### src/rtl/swr_params.svh
`ifndef SWR_PARAMS_SVH
`define SWR_PARAMS_SVH

// clock period in ns (50 MHz)
`define SWR_CLK_NS 20

// rom function command codes
`define SWR_CMD_READ_ID 8'h33
`define SWR_CMD_SELECT 8'h55
`define SWR_CMD_SEARCH 8'hF0
`define SWR_CMD_ALARM_SEARCH 8'hEC
`define SWR_CMD_SKIP 8'hCC
`define SWR_CMD_RESUME 8'hA5
`define SWR_CMD_FAST_SKIP 8'h3C
`define SWR_CMD_FAST_SELECT 8'h69

// register offsets and fields
`define SWR_ALARM_FLAGS_OFS 16'h0214
`define SWR_GENERAL_FLAGS_OFS 16'h0215
`define SWR_ALARM_MASK 8'h07
`define SWR_DISTURBED_BYTE 8'hFF
`define SWR_ID_BITS 64

// line timing in microseconds
`define SWR_T_RST_STD_US 120
`define SWR_T_RST_FAST_US 12
`define SWR_T_RST_LONG_US 690
`define SWR_T_PRES_WAIT_STD_US 15
`define SWR_T_PRES_WAIT_FAST_US 2
`define SWR_T_PRES_LOW_STD_US 60
`define SWR_T_PRES_LOW_FAST_US 8
`define SWR_T_SAMPLE_STD_US 30
`define SWR_T_SAMPLE_FAST_US 3
`define SWR_T_HOLD_STD_US 30
`define SWR_T_HOLD_FAST_US 3

// least times round up, longest times round down
`define SWR_CYC_UP(us) (((us) * 1000 + `SWR_CLK_NS - 1) / `SWR_CLK_NS)
`define SWR_CYC_DN(us) (((us) * 1000) / `SWR_CLK_NS)

`endif

### src/rtl/swr_pkg.sv
package swr_pkg;

  // rom layer sequencing
  typedef enum logic [2:0] {
    SWR_IDLE,
    SWR_ROM_CMD,
    SWR_READ_ID,
    SWR_SELECT,
    SWR_SEARCH,
    SWR_MEM
  } swr_state_e;

  // presence pulse phases
  typedef enum logic [1:0] {
    SWR_PRES_OFF,
    SWR_PRES_WAIT,
    SWR_PRES_LOW
  } swr_pres_e;

  // status seen from the logging core
  typedef struct packed {
    logic [7:0] alarm_flags;
    logic [7:0] general_flags;
    logic mission_running_flag;
    logic wait_alarm;
    logic sample_busy;
  } swr_status_s;

  // byte offered by the memory/control layer for read slots
  typedef struct packed {
    logic en;
    logic [7:0] data;
  } swr_tx_s;

  // whole state of the rom layer
  typedef struct packed {
    swr_state_e st;
    swr_pres_e pres;
    logic line_q;
    logic [15:0] low_cnt;
    logic [15:0] slot_cnt;
    logic [15:0] pres_cnt;
    logic in_slot;
    logic drive;
    logic od;
    logic rc;
    logic [6:0] bitcnt;
    logic [1:0] trip;
    logic [7:0] sh;
    logic [7:0] txsh;
    logic [7:0] push_data;
    logic push;
    logic tx_take;
    logic mem_active;
    logic link_reset;
    logic [7:0] general_view;
    logic refuse;
  } swr_core_s;

endpackage : swr_pkg

### src/rtl/swr_rom_layer.sv
`timescale 1ns/1ps
`include "swr_params.svh"

////////////////////////////////////////////////////////////////////////////////
// byte fifo between the link and the memory/control layer
module swr_fifo #(
  parameter int W = 8,
  parameter int D = 16
) (
  input wire logic clk_in,
  input wire logic rst_n_in,
  input wire logic [W-1:0] in_data_in,
  input wire logic in_valid_in,
  output logic in_ready_out,
  output logic [W-1:0] out_data_out,
  output logic out_valid_out,
  input wire logic out_ready_in
);
  localparam int AW = $clog2(D);

  typedef struct packed {
    logic [D-1:0][W-1:0] mem;
    logic [AW:0] wp;
    logic [AW:0] rp;
  } swr_fifo_s;

  swr_fifo_s q;
  swr_fifo_s d;
  logic full;
  logic empty;

  // an extra pointer bit tells full from empty
  assign full = (q.wp[AW] != q.rp[AW]) && (q.wp[AW-1:0] == q.rp[AW-1:0]);
  assign empty = (q.wp == q.rp);
  assign in_ready_out = ~full;
  assign out_valid_out = ~empty;
  assign out_data_out = q.mem[q.rp[AW-1:0]];

  // push and pop may happen in the same cycle
  always_comb begin
    d = q;
    if (in_valid_in && !full) begin
      d.mem[q.wp[AW-1:0]] = in_data_in;
      d.wp = q.wp + 1'b1;
    end
    if (out_ready_in && !empty) begin
      d.rp = q.rp + 1'b1;
    end
  end

  always_ff @(posedge clk_in) begin
    if (!rst_n_in) begin
      q <= '0;
    end else begin
      q <= d;
    end
  end
endmodule : swr_fifo

////////////////////////////////////////////////////////////////////////////////
// Contract
// - during mission or alarm wait, sampling beats bus; rom commands and reset unaffected
// - mission start, forced conversion, clear are refused while mission runs or waits
// - disturbed scratchpad write closes with FFFFh instead of its crc
// - disturbed scratchpad or memory reads return FFh bytes, crc included
// - disturbed copy looks refused or endless; host checks copy accepted flag later
// - disturbed mission stop shows general flags as FFh
// - one master only; device is slave; slots start on master falling edges
// - line driven only open drain, forming a wired-and
// - low over 120us resets at standard speed, over 12us at fast speed
// - bit rates up to 15.4kbps standard and 125kbps fast are supported
// - order is reset, one rom command, one memory command, then data
// - master reset pulse is answered by a presence pulse
// - eight rom commands are accepted after presence, eight bits each
// - 33h sends family code, 48-bit serial and crc; single slave only
// - 55h compares 64 bits; match passes control, mismatch idles to reset
// - F0h sends bit, complement, then reads master bit, lsb first
// - a search slave that mismatches the written bit drops out until reset
// - ECh takes part only when one of three alarm flags reads 1
// - power-loss alarm always enabled; finished conditional pass leaves device selected
// - CCh passes straight to memory commands without comparison
// - A5h works only with resume flag; select or search sets, others clear (code clears it only on a select or search mismatch)
// - 3Ch sets fast speed until a reset of at least 690us
// - 69h with 64 fast bits selects a matching device in fast speed
module swr_rom_layer #(
  // arbitrary registration number, family code in the low byte
  parameter logic [63:0] REG_ID = 64'hA5C3_0123_4567_8910,
  parameter logic [15:0] RST_STD_CYC = 16'(`SWR_CYC_UP(`SWR_T_RST_STD_US)),
  parameter logic [15:0] RST_LONG_CYC = 16'(`SWR_CYC_UP(`SWR_T_RST_LONG_US))
) (
  input wire logic clk_in,
  input wire logic rst_n_in,
  input wire logic line_in,
  output logic line_out,
  output logic line_oe_out,
  input wire swr_pkg::swr_status_s status_in,
  input wire swr_pkg::swr_tx_s mem_tx_in,
  output logic mem_tx_take_out,
  output logic [7:0] rx_data_out,
  output logic rx_valid_out,
  input wire logic rx_ready_in,
  output logic mem_active_out,
  output logic fast_speed_flag_out,
  output logic resume_allowed_flag_out,
  output logic link_reset_out,
  output logic [7:0] general_view_out,
  output logic refuse_out
);
  import swr_pkg::*;

  // timing in cycles for each speed
  localparam logic [15:0] RST_FAST_CYC = 16'(`SWR_CYC_UP(`SWR_T_RST_FAST_US));
  localparam logic [15:0] PW_STD = 16'(`SWR_CYC_UP(`SWR_T_PRES_WAIT_STD_US));
  localparam logic [15:0] PW_FAST = 16'(`SWR_CYC_UP(`SWR_T_PRES_WAIT_FAST_US));
  localparam logic [15:0] PL_STD = 16'(`SWR_CYC_UP(`SWR_T_PRES_LOW_STD_US));
  localparam logic [15:0] PL_FAST = 16'(`SWR_CYC_UP(`SWR_T_PRES_LOW_FAST_US));
  localparam logic [15:0] SMP_STD = 16'(`SWR_CYC_UP(`SWR_T_SAMPLE_STD_US));
  localparam logic [15:0] SMP_FAST = 16'(`SWR_CYC_UP(`SWR_T_SAMPLE_FAST_US));
  localparam logic [15:0] HLD_STD = 16'(`SWR_CYC_DN(`SWR_T_HOLD_STD_US));
  localparam logic [15:0] HLD_FAST = 16'(`SWR_CYC_DN(`SWR_T_HOLD_FAST_US));
  localparam logic [6:0] ID_LAST = 7'(`SWR_ID_BITS - 1);

  swr_core_s q;
  swr_core_s d;
  logic fifo_ready;
  logic fall;
  logic rise;
  logic [15:0] rst_cyc;
  logic [15:0] smp_cyc;
  logic [15:0] hld_cyc;
  logic id_bit;
  logic tx_need;
  logic tx_bit;
  logic [7:0] cmd_byte;
  logic [7:0] mem_byte;
  logic alarmed;

  //////////////////////////////////////////////////////////////////////////////
  // speed dependent windows; fast speed shortens every waveform
  always_comb begin
    rst_cyc = q.od ? RST_FAST_CYC : RST_STD_CYC;
    smp_cyc = q.od ? SMP_FAST : SMP_STD;
    hld_cyc = q.od ? HLD_FAST : HLD_STD;
  end

  // master edges; every slot begins on the master's falling edge
  assign fall = q.line_q & ~line_in;
  assign rise = ~q.line_q & line_in;
  assign id_bit = REG_ID[q.bitcnt[5:0]];
  assign cmd_byte = {line_in, q.sh[7:1]};
  assign mem_byte = {line_in, q.sh[7:1]};
  // the power-loss alarm is set by the core unconditionally, so any of the three low alarm flags counts
  assign alarmed = |(status_in.alarm_flags & `SWR_ALARM_MASK);

  //////////////////////////////////////////////////////////////////////////////
  // bit that goes out in a read slot and whether this state sends at all
  always_comb begin
    tx_need = 1'b0;
    tx_bit = 1'b1;
    unique case (q.st)
      SWR_READ_ID: begin
        tx_need = 1'b1;
        tx_bit = id_bit;
      end
      SWR_SEARCH: begin
        tx_need = (q.trip != 2'd2);
        tx_bit = (q.trip == 2'd0) ? id_bit : ~id_bit;
      end
      SWR_MEM: begin
        // sampling owns the core: read slots return ones, so bytes and crcs read FFh
        tx_need = mem_tx_in.en & ~status_in.sample_busy;
        tx_bit = (q.bitcnt[2:0] == 3'd0) ? mem_tx_in.data[0] : q.txsh[q.bitcnt[2:0]];
      end
      SWR_IDLE, SWR_ROM_CMD, SWR_SELECT: begin
        tx_need = 1'b0;
        tx_bit = 1'b1;
      end
    endcase
  end

  //////////////////////////////////////////////////////////////////////////////
  // next state: reset detection first, then presence, then slot engine
  always_comb begin
    d = q;
    d.line_q = line_in;
    d.push = 1'b0;
    d.tx_take = 1'b0;
    d.link_reset = 1'b0;
    // a disturbed stop must not report a stale flag set
    d.general_view = status_in.sample_busy ? `SWR_DISTURBED_BYTE
                                           : status_in.general_flags;
    d.refuse = status_in.mission_running_flag | status_in.wait_alarm;

    // low time counter; own presence drive does not count as a reset
    if (line_in || q.pres != SWR_PRES_OFF) begin
      d.low_cnt = 16'h0000;
    end else if (q.low_cnt != 16'hFFFF) begin
      d.low_cnt = q.low_cnt + 16'h0001;
    end

    if (rise && q.low_cnt >= rst_cyc) begin
      // bus reset always wins, whatever the sampling core is doing
      d.st = SWR_ROM_CMD;
      d.pres = SWR_PRES_WAIT;
      d.pres_cnt = 16'h0000;
      d.in_slot = 1'b0;
      d.drive = 1'b0;
      d.bitcnt = 7'h00;
      d.trip = 2'd0;
      d.link_reset = 1'b1;
      if (q.low_cnt >= RST_LONG_CYC) begin
        d.od = 1'b0;
      end
    end else if (q.pres == SWR_PRES_WAIT) begin
      d.pres_cnt = q.pres_cnt + 16'h0001;
      if (q.pres_cnt >= (q.od ? PW_FAST : PW_STD)) begin
        d.pres = SWR_PRES_LOW;
        d.pres_cnt = 16'h0000;
        d.drive = 1'b1;
      end
    end else if (q.pres == SWR_PRES_LOW) begin
      d.pres_cnt = q.pres_cnt + 16'h0001;
      if (q.pres_cnt >= (q.od ? PL_FAST : PL_STD)) begin
        d.pres = SWR_PRES_OFF;
        d.drive = 1'b0;
      end
    end else if (fall && !q.in_slot) begin
      // slot start; a zero is sent by pulling low at once
      d.in_slot = 1'b1;
      d.slot_cnt = 16'h0000;
      d.drive = tx_need & ~tx_bit;
      if (q.st == SWR_MEM && tx_need && q.bitcnt[2:0] == 3'd0) begin
        d.txsh = mem_tx_in.data;
        d.tx_take = 1'b1;
      end
    end else if (q.in_slot) begin
      d.slot_cnt = q.slot_cnt + 16'h0001;
      if (q.slot_cnt >= hld_cyc) begin
        d.drive = 1'b0;
      end
      if (q.slot_cnt == smp_cyc) begin
        // slot complete; line_in holds the master's bit for write slots
        d.in_slot = 1'b0;
        d.drive = 1'b0;
        unique case (q.st)
          SWR_ROM_CMD: begin
            d.sh = cmd_byte;
            d.bitcnt = q.bitcnt + 7'h01;
            if (q.bitcnt == 7'd7) begin
              // one eight-bit rom command per reset
              d.bitcnt = 7'h00;
              d.trip = 2'd0;
              unique case (cmd_byte)
                `SWR_CMD_READ_ID: d.st = SWR_READ_ID;
                `SWR_CMD_SELECT: d.st = SWR_SELECT;
                `SWR_CMD_FAST_SELECT: begin
                  d.st = SWR_SELECT;
                  d.od = 1'b1;
                  // the low still running began as a standard slot, not a fast reset
                  d.low_cnt = 16'h0000;
                end
                `SWR_CMD_SEARCH: d.st = SWR_SEARCH;
                `SWR_CMD_ALARM_SEARCH: d.st = alarmed ? SWR_SEARCH : SWR_IDLE;
                `SWR_CMD_SKIP: d.st = SWR_MEM;
                `SWR_CMD_FAST_SKIP: begin
                  d.st = SWR_MEM;
                  d.od = 1'b1;
                  d.low_cnt = 16'h0000;
                end
                `SWR_CMD_RESUME: d.st = q.rc ? SWR_MEM : SWR_IDLE;
                default: d.st = SWR_IDLE;
              endcase
            end
          end
          SWR_READ_ID: begin
            d.bitcnt = q.bitcnt + 7'h01;
            if (q.bitcnt == ID_LAST) begin
              d.bitcnt = 7'h00;
              d.st = SWR_MEM;
            end
          end
          SWR_SELECT: begin
            d.bitcnt = q.bitcnt + 7'h01;
            if (line_in != id_bit) begin
              // another device is being addressed
              d.st = SWR_IDLE;
              d.rc = 1'b0;
            end else if (q.bitcnt == ID_LAST) begin
              d.bitcnt = 7'h00;
              d.st = SWR_MEM;
              d.rc = 1'b1;
            end
          end
          SWR_SEARCH: begin
            if (q.trip != 2'd2) begin
              d.trip = q.trip + 2'd1;
            end else if (line_in != id_bit) begin
              d.st = SWR_IDLE;
              d.rc = 1'b0;
            end else begin
              d.trip = 2'd0;
              d.bitcnt = q.bitcnt + 7'h01;
              if (q.bitcnt == ID_LAST) begin
                // survivor of a full pass stays selected
                d.bitcnt = 7'h00;
                d.st = SWR_MEM;
                d.rc = 1'b1;
              end
            end
          end
          SWR_MEM: begin
            d.bitcnt = {4'h0, q.bitcnt[2:0] + 3'd1};
            if (!tx_need && !mem_tx_in.en) begin
              d.sh = mem_byte;
              if (q.bitcnt[2:0] == 3'd7) begin
                // the link cannot stall, so a full buffer ends the transaction
                if (fifo_ready) begin
                  d.push = 1'b1;
                  d.push_data = mem_byte;
                end else begin
                  d.st = SWR_IDLE;
                end
              end
            end
          end
          SWR_IDLE: begin
            d.st = SWR_IDLE; // waits for the next reset
          end
        endcase
      end
    end

    d.mem_active = (d.st == SWR_MEM);
  end

  //////////////////////////////////////////////////////////////////////////////
  // single state register; synchronous reset clears it except line_q (loaded 1) and general_view (loaded FFh)
  always_ff @(posedge clk_in) begin
    if (!rst_n_in) begin
      q <= '0;
      q.line_q <= 1'b1;
      q.general_view <= `SWR_DISTURBED_BYTE;
    end else begin
      q <= d;
    end
  end

  //////////////////////////////////////////////////////////////////////////////
  // received memory-phase bytes toward the memory/control layer
  swr_fifo #(
    .W(8),
    .D(16)
  ) u_rx_fifo (
    .clk_in(clk_in),
    .rst_n_in(rst_n_in),
    .in_data_in(q.push_data),
    .in_valid_in(q.push),
    .in_ready_out(fifo_ready),
    .out_data_out(rx_data_out),
    .out_valid_out(rx_valid_out),
    .out_ready_in(rx_ready_in)
  );

  // open drain: only ever pulls low
  assign line_out = 1'b0;
  assign line_oe_out = q.drive;
  assign mem_tx_take_out = q.tx_take;
  assign mem_active_out = q.mem_active;
  assign fast_speed_flag_out = q.od;
  assign resume_allowed_flag_out = q.rc;
  assign link_reset_out = q.link_reset;
  assign general_view_out = q.general_view;
  assign refuse_out = q.refuse;
endmodule : swr_rom_layer

### config.mk
export PLATFORM = sky130hd
export DESIGN_NAME = swr_rom_layer
export DESIGN_NICKNAME = d
export VERILOG_FILES = /design/src/rtl/swr_pkg.sv /design/src/rtl/swr_rom_layer.sv
export VERILOG_INCLUDE_DIRS = /design/src /design/src/rtl
export SDC_FILE = /design/constraint.sdc
export NUM_CORES = 1
export LEC_CHECK = 0
export ABC_AREA = 1
export BUFFER_PORTS_ARGS = -buffer_cell sky130_fd_sc_hd__buf_4
export CORE_ASPECT_RATIO = 1.5
export CORE_MARGIN = 5
export CORE_UTILIZATION = 30
export DETAILED_ROUTE_END_ITERATION = 7
export PLACE_DENSITY = 0.51
export SYNTH_ARGS = -nofsm -noshare
export SYNTH_HDL_FRONTEND = slang
export SYNTH_SLANG_ARGS = --single-unit
### constraint.sdc
create_clock -name clk_in -period 2.9 [get_ports clk_in]
set_input_delay 0.58 -clock clk_in [delete_from_list [all_inputs] [get_ports clk_in]]
set_output_delay 0.58 -clock clk_in [all_outputs]
set_load 0.01 [all_outputs]
==> results of run 1 <==
power groups by stage:
stage / Combinational, mW / Sequential [mW] / Clock [mW]
4_1_cts: 0.547 / 3.35 / 3.73
6_report: 0.547 / 3.36 / 3.61
3_5_place_dp: 0.535 / 3.43 / 0
3_3_place_gp: 0.532 / 3.43 / 0
5_1_grt: 0.605 / 3.36 / 3.85
2_1_floorplan: 0.334 / 3.42 / 0
metal layers:
metal | global-route usage | part of all wire | up-vias
met5 | 0 | 0 | -
met4 | 0.0568 | 0.035 | 0
met3 | 0.0187 | 0.033 | 65
met2 | 0.275 | 0.52 | 165
met1 | 0.169 | 0.42 | 5057
li1 | - | - | 5744
cell usage after synthesis, types with 15 or more instances:
| cell type | n |
|---|---|
| a21oi_1 | 261 |
| dfxtp_1 | 242 |
| inv_1 | 219 |
| o21ai_0 | 210 |
| nand2_1 | 181 |
| nor2_1 | 129 |
| nand3_1 | 102 |
| clkbuf_1 | 48 |
| ha_1 | 37 |
| nor3_1 | 32 |
| a211oi_1 | 18 |
| buf_2 | 18 |
| nand4_1 | 17 |
| xor2_1 | 15 |
sequential cells by signal, summed over array words and instances, names as in the netlist:
register	count
cmd_byte	7
fast_speed_flag_out	1
general_view_out	8
id_bit	1
line_oe_out	1
link_reset_out	1
mem_active_out	1
mem_tx_take_out	1
q	81
refuse_out	1
resume_allowed_flag_out	1
u_rx_fifo.q	138
worst max-delay path: stages, from the launching register on:
cell,delay (ns)
dfxtp_4,0.40
clkinvlp_4,0.20
buf_4,0.19
buf_4,0.13
o21ai_0,0.15
a21oi_1,0.15
a311o_1,0.32
buf_4,0.15
worst max-delay path by stage:
stage	slack (ns)	endpoint	start	depth (start not counted)
3_3_place_gp	0.20	id_bit	line_in	17
4_1_cts	0.01	rx_data_out[1]	u_rx_fifo.q[0]	6
5_1_grt	0.003	rx_data_out[1]	u_rx_fifo.q[0]	6
3_5_place_dp	0.25	id_bit	q[85]	22
6_report	0.09	rx_data_out[3]	u_rx_fifo.q[0]	7
2_1_floorplan	0.28	id_bit	fast_speed_flag_out	17
kinds of logic (layout without fill, tap and decap cells):
kind of cell             after synthesis  after routing  synth area share
multiplexers                           1              1          0.000809
AO/OA/AOI/OAI                        525            525             0.230
XOR/XNOR                              25             25            0.0183
buffers and inverters                324            377             0.106
other                                  1              1          0.000303
adder cells (fa/ha/maj)               37             37            0.0374
AND/OR/NAND/NOR                      540            540             0.216
flip-flops                           242            242             0.391
metrics by stage:
stage,util,power (mW),hold slack (ns),area (um^2),setup slack (ns)
final,0.348,7.52,0.216,14300,0.0886
after global routing,0.348,7.81,0.200,14300,0.00338
after detailed placement,0.323,3.96,0.433,13200,0.249
after floorplan,-,3.76,0.420,12400,0.278
after global placement,0.323,3.96,0.429,13200,0.197
after CTS,0.346,7.63,0.189,14200,0.0104
final cells by class:
type,count,area (um^2),share of cell area
tap,511,639,0.0448
timing repair inverter,1,7.51,0.000526
inverter,236,892,0.0625
multi-input combinational,1129,6240,0.437
timing repair buffer,94,722,0.0506
clock inverter,7,138,0.00964
clock buffer,39,791,0.0554
sequential,242,4850,0.340
repair_timing:
item	CTS	global route
cloned	1	0
endpoints found under the setup margin	8	30
resized for setup	3	10
hold buffers	0	0
pin swaps	0	3
setup buffers	3	9
==> impl_metrics.yaml, run 1 <==
status:
  status: "finished, final reports clean"
floorplanning:
  core_mm2: 0.0410
  dieArea_mm2: 0.0455
  placementRows: 91
  io_pins: 57
  dieHeight_um: 259
  fp.dieW_um: 176
  start_util: 0.302
power:
  swShare: 0.232
  p_comb_frac: 0.073
  seqPwrFrac: 0.446
  p_int_mw: 5.77
  p_leak_nw: 5.26
  ir_worst_vdd_uv: 432
  p_per_area_mw_per_mm2: 527
  clkPwrFrac: 0.481
  p_sw_mw: 1.75
synthesis:
  synth_edf_count: 0
  syn_inst: 1695
  synth.ff_latch_count: 242
  seq_area_frac_synth: 0.391
  synth.avg_cell_area_um2: 7.30
  synth_top_cell_by_area: "dfxtp_1"
  synthesis.area_mm2: 0.0124
  synthDominantCellAreaShare: 0.391
  synthTopCellsByArea: "dfxtp_1 39%, a21oi_1 11%, o21ai_0 8.5%"
  yosysWarnings: 0
  synth_ff_type: "dfxtp_1"
  syn-num-nets: 1764
  synth-async-reset-ratio: 0
  synth_cell_types: 64
layout:
  drive_above_1_share: 0.127
  layout_common_cells: "256 x a21oi_1, 240 x dfxtp_1, 217 x inv_1, 207 x o21ai_0, 181 x nand2_1"
  diodes: 0
  fin_nets: 1800
  fillers: 4367
  area_growth_pct: 15.4
  stdcell_count: 2259
  final_common_cell: "a21oi_1"
drt:
  wirelength_mm: 34.4
  drt-pass1-iter-count: 5
  ant_nets: 0
  vias: 11000
  drt_iter0_markers: 563
  detail_route.wl_per_cell_um: 15.2
  drc: 0
  vias_per_cell: 4.88
placed_design:
  dp_cells: 2200
  port-buffer-count: 50
  hpwl_mm: 24.4
  gp_congestion: 0.879
global_route:
  grt_first_pass_wirelength_mm: 55.0
  grt_pass1_vias: 10500
  grt_overflow_total: 0
  grt_usage: 0.147
  antenna_found_initial: 0
  grt_max_degree: 64
setup_path:
  r2r_slack_ns: 0.28
  crit_path_max_fanout: 6
  cp.arrival_ns: 2.23
  r2r_cells: 18
  critical_path_required_ns: 2.32
  crit_type: "reg2out"
  reg2reg_from: "fast_speed_flag_out"
  end_kind: "primary output"
  critPathLaunchType: "flip-flop"
  r2r-end: "id_bit"
clock_network:
  cts_tree: "yes"
  cts-buffers-inserted: 27
  root_buffer: "clkbuf_16"
  clkLatencyLatePin_ns: 0.54
  cts_sinks: 242
  cts_max_level: 1
  cts_buffer_depth: 3
  clk_pin_slew_worst_paths_ns: 0.06
timing:
  fin_crit_sh: 0.969
  slew_viol_final: 0
  hold_viol_final: 0
  finalSetupViolCount: 0
  rsz0062_at_grt: "no"
  tightest_slew_ns: 0.942
  maxSlewHeadroom: 0.371
  fmax_mhz: 356
  fin_crit_ns: 2.81
  skew_ns: 0.0103
  timing.setup.tns_ns: 0
hold_path:
  hold_class: "in2reg"
  min_from: "status_in[5]"
  whs_endpoint: "general_view_out[2]"
  min_path_cells: 3
flow_run:
  max_cap_violations: 0
Power figures use the tool's default switching activity.
==> run 2, diff against run 1 <==
Settings changed: CORE_ASPECT_RATIO 1.5 to not set.
==> impl_metrics.yaml, run 2 (same netlist as run 1, synthesis figures left out) <==
setup_path:
  crit_cells: 7
  max_stage_delay_ns: 0.36
  critical_path_required_ns: 2.32
  cp.arrival_ns: 2.26
  cp_common_cell: "a21oi_1"
  end_kind: "primary output"
  critical_path.slowest_cell: "a311o_1"
  r2r_cells: 17
  reg2reg_from: "fast_speed_flag_out"
  crit_path_max_fanout: 48
  worst-path-buf-inv: 3
  critPathTopFamily: "compound AO/OA/AOI/OAI gates"
  path_cells: "inv_1, buf_12, a21oi_1, o21ai_1, a21oi_1, a311o_1, buf_4"
  critPathLaunchType: "flip-flop"
  crit_type: "reg2out"
  critPathCapture: "rx_data_out[5]"
  crit_start: "u_rx_fifo.q[0]"
  r2r_slack_ns: 0.28
  r2r-end: "id_bit"
power:
  ir_worst_vdd_uv: 408
  p_per_area_mw_per_mm2: 535
  swShare: 0.237
  p_comb_frac: 0.069
  clkPwrFrac: 0.491
  p_leak_nw: 5.25
  power_mw: 7.63
  seqPwrFrac: 0.439
  p_sw_mw: 1.81
  p_int_mw: 5.82
timing:
  fin_crit_sh: 0.978
  rsz0062_at_grt: "no"
  fmax_mhz: 353
  hold_viol_final: 0
  tightest_slew_ns: 0.929
  finalSetupViolCount: 0
  skew_ns: 0.0114
  timing.setup.tns_ns: 0
  slew_viol_final: 0
  maxSlewHeadroom: 0.380
  fin_crit_ns: 2.84
clock_network:
  cts_max_level: 1
  cts_sinks: 242
  clk_pin_slew_worst_paths_ns: 0.06
  cts-hold-fix-buffers: 0
  cts_buffer_depth: 3
  root_buffer: "clkbuf_16"
  cts_tree: "yes"
  clkLatencyLatePin_ns: 0.56
  cts-buffers-inserted: 29
layout:
  fin_nets: 1787
  largest_register: "u_rx_fifo.q"
  stdcell_count: 2270
  drive_above_1_share: 0.122
  layout_common_cells: "261 x a21oi_1, 240 x dfxtp_1, 217 x inv_1, 200 x o21ai_0, 179 x nand2_1"
  layout.area.seq_mm2: 0.00485
  largest_reg_flops: 138
  fin_util: 0.349
  diodes: 0
  multiInputGateArea_mm2: 0.00622
  final_common_cell: "a21oi_1"
  area_growth_pct: 15.2
  fillers: 4312
drt:
  vias_per_cell: 4.80
  vias: 10900
  drt-pass1-iter-count: 5
  detail_route.wl_per_cell_um: 14.9
  drc: 0
  ant_nets: 0
  wirelength_mm: 33.8
  drt_iter0_markers: 707
flow_run:
  max_cap_violations: 0
floorplanning:
  dieHeight_um: 213
  core_mm2: 0.0408
  io_pins: 57
  placementRows: 74
  dieArea_mm2: 0.0454
  fp.dieW_um: 213
  start_util: 0.303
global_route:
  grt_pass1_vias: 10200
  grt_max_degree: 67
  grt_first_pass_wirelength_mm: 54.7
  grt_overflow_total: 0
  antenna_found_initial: 0
  grt_usage: 0.146
placed_design:
  gp_congestion: 0.855
  hpwl_mm: 23.1
  dp_cells: 2217
  port-buffer-count: 50
status:
  status: "finished, final reports clean"
hold_path:
  hold_class: "in2reg"
-- run 2: cell types whose count changed in the layout (fill, tap and decap cells not counted), sizes merged --
cell,previous run,this run
buf,94,80
clkinv,6,10
inv,231,233
bufinv,4,3
clkinvlp,3,2
-- run 2: through the flow --
stage                     setup slack (ns)  hold slack (ns)  area [um^2]
after detailed placement             0.220            0.433        13200
after global placement               0.235            0.429        13200
final                               0.0632            0.201        14300
after CTS                         0.000408            0.162        14200
after floorplan                      0.278            0.420        12400
after global routing               0.00345            0.176        14300
-- run 2: worst register-to-register path, stage by stage (launching register included) --
cell and delay [ns]:
dfxtp_1 0.31, buf_4 0.16, ha_1 0.28, inv_1 0.04
nor2_1 0.30, nand4_4 0.18, nor2_8 0.21, nand2_4 0.08
nand2_1 0.07, nand3_2 0.13, ha_1 0.32, inv_1 0.04
nand2_2 0.06, nand2_1 0.05, nand2_1 0.05, nand2_1 0.04
a21oi_1 0.11, nand2_1 0.07
-- run 2: timing repair --
action / CTS / global route
setup buffers: 0 / 2
endpoints found under the setup margin: 7 / 7
gates resized for setup: 4 / 12
pin swaps: 0 / 1
-- run 2: final cells by class --
| type | instances | area share |
|---|---|---|
| Clock inverter | 12 | 0.0101 |
| Inverter | 236 | 0.0623 |
| Multi-Input combinational cell | 1129 | 0.437 |
| Clock buffer | 39 | 0.0591 |
| Sequential cell | 242 | 0.340 |
| Tap cell | 532 | 0.0467 |
| Timing Repair Buffer | 80 | 0.0453 |
-- run 2: worst min-delay path by stage --
stage,start,to,slack (ns),cells after the start
2_1_floorplan,u_rx_fifo.q[113],u_rx_fifo.q[113],0.42,2
3_3_place_gp,u_rx_fifo.q[107],u_rx_fifo.q[107],0.43,2
3_5_place_dp,u_rx_fifo.q[81],u_rx_fifo.q[81],0.43,2
4_1_cts,status_in[10],general_view_out[7],0.16,3
5_1_grt,status_in[10],general_view_out[7],0.18,3
6_report,status_in[8],general_view_out[5],0.20,3
-- run 2: power by group through the flow --
stage	sequential [mW]	clock (mW)	combinational, mW
floorplan	3.42	0	0.334
global placement	3.43	0	0.524
detailed placement	3.43	0	0.528
CTS	3.35	3.88	0.531
global route	3.35	3.99	0.588
finish	3.35	3.75	0.530
-- run 2: per-layer routing --
layer | wire length [um] | up-vias | share of wire | track usage
met1 | 16800 | 4945 | 0.50 | 0.210
met5 | 0 | - | 0 | 0
met2 | 15000 | 170 | 0.44 | 0.232
li1 | - | 5733 | - | -
met4 | 707 | 0 | 0.021 | 0.0344
met3 | 1310 | 52 | 0.039 | 0.0216
